**src/design/sfh_pkg.sv**
```systemverilog
package sfh_pkg;

    // ----------------------------------------------------------------
    // Command opcodes
    // ----------------------------------------------------------------
    localparam logic [7:0] CMD_WRITE_LATCH_SET = 8'h06;
    localparam logic [7:0] CMD_WRITE_LATCH_CLEAR = 8'h04;
    localparam logic [7:0] CMD_IDENTITY_READ = 8'h9F;
    localparam logic [7:0] CMD_STATUS_READ = 8'h05;
    localparam logic [7:0] CMD_STATUS_WRITE = 8'h01;
    localparam logic [7:0] CMD_READ = 8'h03;
    localparam logic [7:0] CMD_FAST_READ = 8'h0B;
    localparam logic [7:0] CMD_PARALLEL = 8'h55;
    localparam logic [7:0] CMD_SECTOR_WIPE_A = 8'h20;
    localparam logic [7:0] CMD_SECTOR_WIPE_B = 8'hD8;
    localparam logic [7:0] CMD_CHIP_WIPE_A = 8'h60;
    localparam logic [7:0] CMD_CHIP_WIPE_B = 8'hC7;
    localparam logic [7:0] CMD_PAGE_WRITE = 8'h02;
    localparam logic [7:0] CMD_SLEEP = 8'hB9;
    localparam logic [7:0] CMD_PARAM_SECTOR_ENTER = 8'hA5;
    localparam logic [7:0] CMD_PARAM_SECTOR_EXIT = 8'hB5;
    localparam logic [7:0] CMD_WAKE = 8'hAB;
    localparam logic [7:0] CMD_MAKER_DEVICE_IDENTITY = 8'h90;

    // ----------------------------------------------------------------
    // Header lengths, order select, address map
    // ----------------------------------------------------------------
    localparam logic [2:0] HDR_NONE = 3'h0;
    localparam logic [2:0] HDR_ADDR = 3'h3;
    localparam logic [2:0] HDR_FAST = 3'h4;
    localparam logic [7:0] ORDER_DEVICE_FIRST = 8'h01;
    localparam logic [21:0] ADDR_STEP = 22'h1;
    localparam int SECTOR_MSB = 21;
    localparam int SECTOR_LSB = 16;

    // ----------------------------------------------------------------
    // Pin synchroniser layout and reset values
    // ----------------------------------------------------------------
    localparam int PIN_COUNT = 5;
    localparam int PIN_CS = 0;
    localparam int PIN_SCLK = 1;
    localparam int PIN_SI = 2;
    localparam int PIN_PAUSE = 3;
    localparam int PIN_ACCEL = 4;
    localparam logic [4:0] PIN_RESET = 5'h09;
    localparam logic [7:0] BYTE_RESET = 8'h00;
    localparam logic [23:0] ADDR_RESET = 24'h00_0000;

    typedef enum logic [2:0] {
        ST_IDLE = 3'b000,
        ST_OPC = 3'b001,
        ST_HDR = 3'b010,
        ST_IN = 3'b011,
        ST_OUT = 3'b100,
        ST_BAD = 3'b101
    } sfh_state_t;

endpackage

```
**src/design/sfh_pins_if.sv**
```systemverilog
`timescale 1ns/1ns
interface sfh_pins_if #(
    parameter int N = 5
);
    logic [N-1:0] lvl;
    logic [N-1:0] rise;
    logic [N-1:0] fall;
    modport src(output lvl, output rise, output fall);
    modport dst(input lvl, input rise, input fall);
endinterface

```
**src/design/sfh_pin_sync.sv**
```systemverilog
`timescale 1ns/1ns
module sfh_pin_sync
    import sfh_pkg::*;
#(
    parameter int N = PIN_COUNT
) (
    input wire logic i_mclk, // System clock
    input wire logic i_reset_n, // Sync reset, active low
    input wire logic [N-1:0] i_pins, // Raw pins from the host
    sfh_pins_if.src pins // Synced levels and edges
);
    logic [N-1:0] meta;
    logic [N-1:0] sync;
    logic [N-1:0] prev;

    // Two-stage synchroniser plus one delay stage for edges
    always_ff @(posedge i_mclk) begin
        if (!i_reset_n) begin
            meta <= N'(PIN_RESET);
            sync <= N'(PIN_RESET);
            prev <= N'(PIN_RESET);
        end else begin
            meta <= i_pins;
            sync <= meta;
            prev <= sync;
        end
    end

    // Edge detection looks only at settled stages
    assign pins.lvl = sync;
    assign pins.rise = sync & ~prev;
    assign pins.fall = ~sync & prev;
endmodule

```
**src/design/sfh_flash_front.sv**
```systemverilog
// How it works
// RULE1: Pause stops only serial traffic; running program or erase goes on.
// RULE2: Pause starts on pause fall with select low, deferred until clock low.
// RULE3: Pause ends on pause rise, deferred until the serial clock is low.
// RULE4: While paused, data out floats and clock and data in are ignored.
// RULE5: Select rising during pause resets the interface and drops the command.
// RULE6: Host raises pause before selecting again after such an abort.
// RULE7: Host should avoid pause while in parallel mode.
// RULE8: Host raises the accel pin before issuing program or erase.
// RULE9: Latch set, latch clear, identity, status read and status write opcodes.
// RULE10: Read, fast read with one dummy, and sticky parallel mode entry.
// RULE11: Sector and chip wipe each accept two opcode values.
// RULE12: Page write with address; sleep and parameter sector enter and exit.
// RULE13: Wake shares opcode with short identity; maker identity takes order.
// RULE14: Order byte zero gives maker code first, one gives device code first.
// RULE15: Array splits into 64 sectors of 64K bytes by address bits 21..16.
// RULE16: Inputs sampled on clock rise, outputs shifted on clock fall.
// RULE17: Listed commands run only if select rises on a byte boundary.
// RULE18: All bytes travel MSB first; first address byte is the highest.
// RULE19: Unknown opcodes are ignored and output floats until deselect.
`timescale 1ns/1ns
module sfh_flash_front
    import sfh_pkg::*;
#(
    parameter logic [7:0] MAKER_CODE = 8'h5A, // Arbitrary value
    parameter logic [7:0] DEVICE_TYPE = 8'h11, // Arbitrary value
    parameter logic [7:0] DEVICE_CODE = 8'h22, // Arbitrary value
    parameter logic [7:0] SHORT_ID = 8'h33 // Arbitrary value
) (
    input wire logic i_mclk, // System clock
    input wire logic i_reset_n, // Sync reset, active low
    input wire logic i_cs_n, // Chip select pin, active low
    input wire logic i_sclk, // Serial clock pin
    input wire logic i_si, // Serial data in pin
    input wire logic i_pause_n, // Pause pin, active low
    input wire logic i_protect_accel_pin, // High at accel voltage
    input wire logic i_busy, // Program or erase running
    input wire logic [7:0] i_status, // Status byte to send
    input wire logic [7:0] i_array_data, // Array byte at o_addr
    output logic o_so, // Serial data out
    output logic o_so_oe, // Data out enable
    output logic o_paused, // Pause state
    output logic [23:0] o_addr, // Current address
    output logic [5:0] o_sector, // Sector of o_addr
    output logic o_read_strobe, // Array byte consumed
    output logic [7:0] o_data_byte, // Last data byte in
    output logic o_data_strobe, // Data byte received
    output logic o_exec, // Command executes
    output logic [7:0] o_opcode, // Current opcode
    output logic o_exec_accel, // Exec under accel voltage
    output logic o_write_enable_latch, // Write enable latch
    output logic o_param_sector, // Parameter sector selected
    output logic o_parallel_mode, // Parallel mode entered
    output logic o_sleep // Deep power-down
);
    // ----------------------------------------------------------------
    // Decode functions
    // ----------------------------------------------------------------
    function automatic logic [2:0] hdr_len(input logic [7:0] op);
        case (op)
            CMD_READ, CMD_PAGE_WRITE, CMD_WAKE,
            CMD_SECTOR_WIPE_A, CMD_SECTOR_WIPE_B,
            CMD_MAKER_DEVICE_IDENTITY: hdr_len = HDR_ADDR; // [RULE13]
            CMD_FAST_READ: hdr_len = HDR_FAST; // [RULE10]
            default: hdr_len = HDR_NONE;
        endcase
    endfunction

    function automatic logic is_out(input logic [7:0] op);
        case (op)
            CMD_IDENTITY_READ, CMD_STATUS_READ, CMD_READ,
            CMD_FAST_READ, CMD_WAKE,
            CMD_MAKER_DEVICE_IDENTITY: is_out = 1'b1;
            default: is_out = 1'b0;
        endcase
    endfunction

    function automatic logic is_mod(input logic [7:0] op);
        case (op)
            CMD_STATUS_WRITE, CMD_PAGE_WRITE, CMD_SECTOR_WIPE_A,
            CMD_SECTOR_WIPE_B, CMD_CHIP_WIPE_A,
            CMD_CHIP_WIPE_B: is_mod = 1'b1; // [RULE11]
            default: is_mod = 1'b0;
        endcase
    endfunction

    function automatic logic op_known(input logic [7:0] op,
                                      input logic slp,
                                      input logic bsy);
        if (slp) begin
            op_known = (op == CMD_WAKE);
        end else if (bsy) begin
            op_known = (op == CMD_STATUS_READ);
        end else begin
            op_known = is_out(op) || is_mod(op) ||
                (op == CMD_WRITE_LATCH_SET) ||
                (op == CMD_WRITE_LATCH_CLEAR) ||
                (op == CMD_PARALLEL) || (op == CMD_SLEEP) ||
                (op == CMD_PARAM_SECTOR_ENTER) ||
                (op == CMD_PARAM_SECTOR_EXIT);
        end
    endfunction

    // Byte shape a command must have when select rises
    function automatic logic shape_ok(input logic [7:0] op,
                                      input sfh_state_t st,
                                      input logic [2:0] hc,
                                      input logic [1:0] dc);
        case (op)
            CMD_STATUS_WRITE: shape_ok = (st == ST_IN) && (dc == 2'h1);
            CMD_PAGE_WRITE: shape_ok = (st == ST_IN) && (dc != 2'h0);
            CMD_WAKE: shape_ok = (st == ST_HDR) && (hc == HDR_NONE);
            CMD_WRITE_LATCH_SET, CMD_WRITE_LATCH_CLEAR, CMD_PARALLEL,
            CMD_SECTOR_WIPE_A, CMD_SECTOR_WIPE_B, CMD_CHIP_WIPE_A,
            CMD_CHIP_WIPE_B, CMD_SLEEP, CMD_PARAM_SECTOR_ENTER,
            CMD_PARAM_SECTOR_EXIT: shape_ok = (st == ST_IN) && (dc == 2'h0);
            default: shape_ok = 1'b0;
        endcase
    endfunction

    // ----------------------------------------------------------------
    // Pin synchronisers
    // ----------------------------------------------------------------
    sfh_pins_if #(.N(PIN_COUNT)) pins();

    sfh_pin_sync #(.N(PIN_COUNT)) u_sync (
        .i_mclk(i_mclk),
        .i_reset_n(i_reset_n),
        .i_pins({i_protect_accel_pin, i_pause_n, i_si, i_sclk, i_cs_n}),
        .pins(pins)
    );

    sfh_state_t state;
    sfh_state_t next_state;
    logic paused;
    logic armed;
    logic [6:0] in_sh;
    logic [2:0] bit_cnt;
    logic [2:0] hdr_cnt;
    logic [1:0] data_cnt;
    logic [6:0] out_sh;
    logic [2:0] out_cnt;
    logic [1:0] out_idx;
    logic order;

    wire cs_hi = pins.lvl[PIN_CS];
    wire cs_rise = pins.rise[PIN_CS];
    wire sclk_hi = pins.lvl[PIN_SCLK];
    wire pause_hi = pins.lvl[PIN_PAUSE];
    wire accel_hi = pins.lvl[PIN_ACCEL];

    // ----------------------------------------------------------------
    // Pause control
    // ----------------------------------------------------------------
    wire enter = armed && !paused && !pause_hi && !sclk_hi; // [RULE2]
    wire leave = paused && pause_hi && !sclk_hi; // [RULE3]
    // Entry needs a fresh falling edge, so a pause held low across select
    // cannot re-enter by itself
    wire next_armed = !cs_hi && (pins.fall[PIN_PAUSE] ||
        (armed && !pause_hi && !enter)); // [RULE2] [RULE6]
    wire next_paused = !cs_hi && (enter || (paused && !leave)); // [RULE5]

    // Serial clock edges only count while selected and not paused
    wire active = !cs_hi && !paused; // [RULE4]
    wire sck_rise = active && pins.rise[PIN_SCLK]; // [RULE16]
    wire sck_fall = active && pins.fall[PIN_SCLK]; // [RULE16]
    wire [7:0] byte_in = {in_sh, pins.lvl[PIN_SI]}; // [RULE18]
    wire byte_done = sck_rise && (bit_cnt == 3'h7);
    wire [2:0] next_bit = cs_hi ? 3'h0 : (sck_rise ? bit_cnt + 3'h1 : bit_cnt);

    // ----------------------------------------------------------------
    // Output byte selection
    // ----------------------------------------------------------------
    wire identity_read_cmd_sel = (o_opcode == CMD_IDENTITY_READ);
    wire array_rd = (o_opcode == CMD_READ) || (o_opcode == CMD_FAST_READ);
    wire maker_first = (out_idx[0] == order); // [RULE14]
    wire [7:0] id_byte = (out_idx == 2'h0) ? MAKER_CODE :
        ((out_idx == 2'h1) ? DEVICE_TYPE : DEVICE_CODE);
    wire [7:0] out_src =
        (o_opcode == CMD_STATUS_READ) ? i_status :
        array_rd ? i_array_data :
        identity_read_cmd_sel ? id_byte : // [RULE9]
        (o_opcode == CMD_WAKE) ? SHORT_ID : // [RULE13]
        (maker_first ? MAKER_CODE : DEVICE_CODE); // [RULE14]
    wire load_out = sck_fall && (state == ST_OUT) && (out_cnt == 3'h0);
    wire [1:0] next_idx = (identity_read_cmd_sel && out_idx == 2'h2) ? 2'h0 :
        out_idx + 2'h1;
    // Reads wrap at the top of the array back to address zero
    wire [23:0] addr_inc = {2'b00, o_addr[21:0] + ADDR_STEP}; // [RULE15]

    // ----------------------------------------------------------------
    // Execution at deselect
    // ----------------------------------------------------------------
    wire wel_ok = !is_mod(o_opcode) || o_write_enable_latch;
    wire exec_ok = cs_rise && !paused && (bit_cnt == 3'h0) &&
        shape_ok(o_opcode, state, hdr_cnt, data_cnt) && wel_ok; // [RULE17]
    wire ex_set = exec_ok && (o_opcode == CMD_WRITE_LATCH_SET);
    wire ex_clr = exec_ok && (is_mod(o_opcode) ||
        o_opcode == CMD_WRITE_LATCH_CLEAR); // [RULE9]

    // ----------------------------------------------------------------
    // Command sequencer
    // ----------------------------------------------------------------
    logic [2:0] next_hdr;
    logic [1:0] next_data;
    logic [7:0] next_op;
    logic [23:0] next_addr;
    logic next_order;
    logic [7:0] next_data_byte;
    logic next_data_strobe;

    always_comb begin
        next_state = state;
        next_hdr = hdr_cnt;
        next_data = data_cnt;
        next_op = o_opcode;
        next_addr = o_addr;
        next_order = order;
        next_data_byte = o_data_byte;
        next_data_strobe = 1'b0;
        case (state)
            ST_IDLE: begin
                next_state = ST_OPC;
                next_hdr = HDR_NONE;
                next_data = 2'h0;
            end
            ST_OPC: begin
                if (byte_done) begin
                    next_op = byte_in;
                    if (!op_known(byte_in, o_sleep, i_busy)) begin
                        next_state = ST_BAD; // [RULE19]
                    end else if (hdr_len(byte_in) != HDR_NONE) begin
                        next_state = ST_HDR;
                    end else if (is_out(byte_in)) begin
                        next_state = ST_OUT;
                    end else begin
                        next_state = ST_IN;
                    end
                end
            end
            ST_HDR: begin
                if (byte_done) begin
                    next_hdr = hdr_cnt + 3'h1;
                    if (hdr_cnt < HDR_ADDR) begin
                        next_addr = {o_addr[15:0], byte_in}; // [RULE18]
                    end
                    if (o_opcode == CMD_MAKER_DEVICE_IDENTITY) begin
                        next_order = (byte_in == ORDER_DEVICE_FIRST);
                    end
                    if (next_hdr == hdr_len(o_opcode)) begin
                        next_state = is_out(o_opcode) ? ST_OUT : ST_IN;
                    end
                end
            end
            ST_IN: begin
                if (byte_done) begin
                    next_data = (data_cnt == 2'h3) ? data_cnt :
                        data_cnt + 2'h1;
                    next_data_byte = byte_in;
                    next_data_strobe = (o_opcode == CMD_PAGE_WRITE) ||
                        (o_opcode == CMD_STATUS_WRITE);
                end
            end
            ST_OUT: begin
                if (load_out && array_rd) begin
                    next_addr = addr_inc; // [RULE10]
                end
            end
            ST_BAD: begin
                next_state = ST_BAD; // [RULE19]
            end
            default: begin
                next_state = ST_IDLE;
            end
        endcase
        if (cs_hi) begin
            next_state = ST_IDLE; // [RULE5]
        end
    end

    // Sequencer and shift-in registers
    always_ff @(posedge i_mclk) begin
        if (!i_reset_n) begin
            state <= ST_IDLE;
            paused <= 1'b0;
            armed <= 1'b0;
            in_sh <= 7'h00;
            bit_cnt <= 3'h0;
            hdr_cnt <= HDR_NONE;
            data_cnt <= 2'h0;
            order <= 1'b0;
        end else begin
            state <= next_state;
            paused <= next_paused;
            armed <= next_armed;
            in_sh <= sck_rise ? byte_in[6:0] : in_sh;
            bit_cnt <= next_bit;
            hdr_cnt <= next_hdr;
            data_cnt <= next_data;
            order <= next_order;
        end
    end

    // Shift-out path, one bit per serial clock fall
    always_ff @(posedge i_mclk) begin
        if (!i_reset_n) begin
            o_so <= 1'b0;
            out_sh <= 7'h00;
            out_cnt <= 3'h0;
            out_idx <= 2'h0;
        end else if (cs_hi) begin
            out_cnt <= 3'h0;
            out_idx <= 2'h0;
        end else if (load_out) begin
            o_so <= out_src[7]; // [RULE18]
            out_sh <= out_src[6:0];
            out_cnt <= 3'h1;
            out_idx <= next_idx;
        end else if (sck_fall && state == ST_OUT) begin
            o_so <= out_sh[6]; // [RULE16]
            out_sh <= {out_sh[5:0], 1'b0};
            out_cnt <= out_cnt + 3'h1;
        end
    end

    // Bus-facing registers
    always_ff @(posedge i_mclk) begin
        if (!i_reset_n) begin
            o_so_oe <= 1'b0;
            o_paused <= 1'b0;
            o_addr <= ADDR_RESET;
            o_sector <= 6'h00;
            o_read_strobe <= 1'b0;
            o_data_byte <= BYTE_RESET;
            o_data_strobe <= 1'b0;
            o_opcode <= BYTE_RESET;
        end else begin
            o_so_oe <= (next_state == ST_OUT) && !next_paused; // [RULE4]
            o_paused <= next_paused;
            o_addr <= next_addr;
            o_sector <= next_addr[SECTOR_MSB:SECTOR_LSB]; // [RULE15]
            o_read_strobe <= load_out && array_rd;
            o_data_byte <= next_data_byte;
            o_data_strobe <= next_data_strobe;
            o_opcode <= next_op;
        end
    end

    // Mode flags; the busy input is never touched by pause
    always_ff @(posedge i_mclk) begin
        if (!i_reset_n) begin
            o_exec <= 1'b0;
            o_exec_accel <= 1'b0;
            o_write_enable_latch <= 1'b0;
            o_param_sector <= 1'b0;
            o_parallel_mode <= 1'b0;
            o_sleep <= 1'b0;
        end else begin
            o_exec <= exec_ok; // [RULE1]
            o_exec_accel <= exec_ok && accel_hi && is_mod(o_opcode); // [RULE8]
            o_write_enable_latch <= ex_set || (o_write_enable_latch &&
                !ex_clr); // [RULE9]
            if (exec_ok && o_opcode == CMD_PARAM_SECTOR_ENTER) begin
                o_param_sector <= 1'b1; // [RULE12]
            end else if (exec_ok && o_opcode == CMD_PARAM_SECTOR_EXIT) begin
                o_param_sector <= 1'b0; // [RULE12]
            end
            if (exec_ok && o_opcode == CMD_PARALLEL) begin
                o_parallel_mode <= 1'b1; // [RULE10]
            end
            if (exec_ok && o_opcode == CMD_SLEEP) begin
                o_sleep <= 1'b1; // [RULE12]
            end else if (exec_ok && o_opcode == CMD_WAKE) begin
                o_sleep <= 1'b0; // [RULE13]
            end
        end
    end
endmodule

```
**config.mk**
```make
export PLATFORM = sky130hd
export DESIGN_NAME = sfh_flash_front
export DESIGN_NICKNAME = d
export VERILOG_FILES = /design/src/design/sfh_pkg.sv /design/src/design/sfh_pins_if.sv /design/src/design/sfh_pin_sync.sv /design/src/design/sfh_flash_front.sv
export SDC_FILE = /design/constraint.sdc
export NUM_CORES = 1
export LEC_CHECK = 0
export CAP_MARGIN = 20
export CORE_MARGIN = 4
export CORE_UTILIZATION = 45
export DETAILED_ROUTE_END_ITERATION = 10
export DONT_BUFFER_PORTS = 1
export GPL_ROUTABILITY_DRIVEN = 0
export HOLD_SLACK_MARGIN = 0.02
export SLEW_MARGIN = 20
export SYNTH_ARGS = -nofsm -noshare
export SYNTH_HDL_FRONTEND = slang
export SYNTH_SLANG_ARGS = --single-unit
export TNS_END_PERCENT = 30
```
**constraint.sdc**
```tcl
create_clock -name i_mclk -period 2.4 [get_ports i_mclk]
set_clock_uncertainty 0.1 [all_clocks]
set_input_delay 0.24 -clock i_mclk [delete_from_list [all_inputs] [get_ports i_mclk]]
set_output_delay 0.24 -clock i_mclk [all_outputs]
set_load 0.02 [all_outputs]
```
==> metrics.md <==
| Metric | Value |
|---|---|
| Status | `completed` |
| Critical path type | `flip-flop to flip-flop` |
| First-pass GRT wire length | `roughly 24000 um` |
| Setup TNS | `0 ns` |
| Achievable frequency | `~0.42 GHz` |
| Postcts setup bufs | `0` |
| Layout cells sized above 1 | `0.150` |
| Startpoint Class | `flip-flop` |
| Post-synthesis sequential area ratio | `0.362` |
| WP data arrival | `2.51 ns` |
| Hold Fails Final Rpt | `0` |
| Final Setup Violations | `0` |
| Mapped cell area | `~5300 um^2` |
| Slew Viols, Final | `0` |
| Critical-path cell list | `nand3b_1 -> a2bb2o_1 -> a2111oi_2 -> mux2i_1 -> and4b_1 -> a211oi_1 -> nor4_1` |
| Hold WC Path Type | `input pin to flip-flop` |
| Min-Delay Endpoint | `o_sleep` |
| Starting density of the core | `0.463` |
| WP buf/inv | `0` |
| Peak supply drop | `around 0.00055 V` |
| Max-cap violations | `0` |
| Syn avg cell area | `7.69 um^2` |
| CORE AREA | `between 10000 and 15000 um^2` |
| FF+latch count, synth | `96` |
| Syn_nets | `approximately 730` |
| Period utilisation layout | `0.983` |
| Async set-reset flop share out of synthesis | `0` |
| R2R depth | `7` |
| Synth unique cells | `74` |
| DIE HEIGHT | `roughly 120 um` |
| Routed WL per cell | `16.5 um` |
| Most common cell after layout, fill and taps aside | `nand2_1` |
| Final wirelength | `about 14000 um` |
| Reg2reg start | `o_opcode[5]` |
| Diode count | `0` |
| CP delay by family, top | `compound AO/OA/AOI/OAI gates` |
| CP max stage cell | `dfxtp_2` |
| Vias in the first global route | `approximately 4800` |
| Critical path peak fanout | `9` |
| Root Buffer | `clkbuf_16` |
| CP Data Required Time | `2.55 ns` |
| Gate count after technology mapping | `690` |
| Leakage | `2.37 nW` |
| Layout Nets | `between 700 and 800` |
| Die width | `117 um` |
| Synth top area share | `0.362` |
| Ports | `81` |
| Deepest clock path buffer count | `2` |
| Skew-Pair Late Insertion Delay | `roughly 0.35 ns` |
| Initial antenna violation count | `0` |
| PwrDens | `~540 nW/um^2` |
| Dpl hpwl | `10200 um` |
| Worst hold start | `i_reset_n` |
| Vias after detailed routing | `approximately 5200` |
| Most frequent cells in the layout | `nand2_1, dfxtp_1, buf_4, nor2_1, a21oi_1` |
| Initial drt markers | `slightly above 300` |
| DRC Markers | `0` |
| Cell row count | `39` |
| Main synth FF type | `dfxtp_1` |
| Final Worst Setup Slack | `about 0.04 ns` |
| Synth top area cells | `dfxtp_1, nand2_1, nor2_1` |
| CTS clk-pin slew, worst paths | `0.07 ns` |
| R2R setup slack | `0.04 ns` |
| Synth area leader | `dfxtp_1` |
| GRT Total Usage | `0.216` |
| Slowest stage delay, CP | `0.41 ns` |
| Hold depth | `3` |
| CTS Sinks | `between 90 and 100` |
| FF-to-FF End | `o_so_oe` |
| DR vias/cell | `a little under 6` |
| Die Area | `13600 um^2` |
| Synth warnings | `0` |
| Crit. End Element | `flip-flop` |
| Fin area | `between 6000 and 7000 um^2` |
| Worst-Margin Slew | `0.577 ns` |
| H-Tree Depth | `3` |
| Largest net degree at the start of global routing | `87` |
| RSZ-0062 raised after global routing | `true` |
| Worst slew margin | `0.616` |
| Antenna viol nets, final | `0` |
| Total grt overflow | `0` |
| Dpl ws | `roughly 0.008 ns` |
| DRT Pass-1 Iters | `5` |
| Power Total | `around 0.0034 W` |
| Layout overhead on the synthesized area | `18.4%` |
| Critical Path Stages | `7` |
| Fin crit period | `about 2.4 ns` |
| I/O Buffers | `0` |
| Number of synthesized flops with an enable pin | `0` |
| Cts bufs inserted | `9` |
| Cell area after placement | `5810 um^2` |
| CTS tree | `built` |
[how the worst max path moves through the flow]
| stage | from | to |
|---|---|---|
| final | o_opcode[5] | o_so_oe |
| after global routing | o_opcode[4] | out_sh[4] |
| after CTS | o_opcode[4] | o_so_oe |
| after detailed placement | o_opcode[5] | o_so_oe |
| after global placement | o_opcode[5] | o_so_oe |
| after floorplan | o_opcode[6] | o_so_oe |
[layer usage]
metal	GRT usage	vias to the layer above	wire length [um]
met5	0	-	0
met4	0.0566	0	223
met3	0.0622	22	971
met2	0.355	169	6830
met1	0.280	2455	6360
li1	-	2522	-
[registers in the layout (all words and copies together), names as in the netlist, 2 cells and up]
register / flops
in_sh: 7
bit_cnt: 3
out_sh: 7
out_cnt: 3
data_cnt: 2
o_opcode: 8
u_sync.meta: 5
u_sync.prev: 3
o_data_byte: 8
out_idx: 2
hdr_cnt: 3
state: 3
o_addr: 24
u_sync.pins.lvl: 5
[cell type report]
cell class,count,area (um^2)
fillers,1073,5180
multi-input cells,524,3140
flip-flops and latches,96,1920
repair buffers,75,621
clock buffers,10,239
well taps,143,179
clock inverters,6,115
inverters,18,67.6
[where the power goes]
part | total (W) | leakage [nW] | switching, W | internal, W
Clock | 0.00169 | 0.169 | 0.000642 | 0.00105
Combinational | 0.0000688 | 1.43 | 0.0000358 | 0.0000330
Sequential | 0.00161 | 0.777 | 0.00000486 | 0.00160
Total | 0.00337 | 2.37 | 0.000682 | 0.00269
[worst min-delay path, cell delays in order]
cell,delay [ns]
nand2_1,0.03
a21oi_1,0.11
a41o_1,0.11
[Yosys cell counts (7+ instances only)]
master    count
nand2_1     119
dfxtp_1      96
nor2_1       56
a21oi_1      40
clkbuf_1     38
o21ai_0      33
a21boi_0     26
nand3_1      24
and2_1       16
inv_1        16
nor2b_1      16
nor3_1       15
a21boi_1     12
nand4_1      12
ha_1         11
nand2b_1     10
nor4_1       10
and3_1        8
a211oi_1      7
[cells by family (layout without fill, tap and decap cells)]
group,count (synthesis),count (layout),share of synthesized area
simple gates,318,318,0.299
flops,96,96,0.362
compound gates,188,188,0.245
mux,3,3,0.00566
fa+ha+maj,11,11,0.0259
buf+inv,70,109,0.0561
xor+xnor,4,4,0.00660
[per-stage QoR]
stage,hold slack [ns],std cells,utilization
2_1_floorplan,0.241,690,-
3_3_place_gp,0.232,850,0.507
3_5_place_dp,0.235,850,0.507
4_1_cts,0.0488,872,0.545
5_1_grt,0.0954,872,0.548
6_report,0.0830,872,0.548
[what timing repair did]
action | 4_1_cts | 5_1_grt
endpoints found under the setup margin | 1 | 11
cloned | 0 | 0
hold buffers | 6 | 0
pin swaps | 0 | 1
resized for setup | 2 | 7
endpoints found under the hold margin | 83 | 0
(Power assumes the default switching activity.)
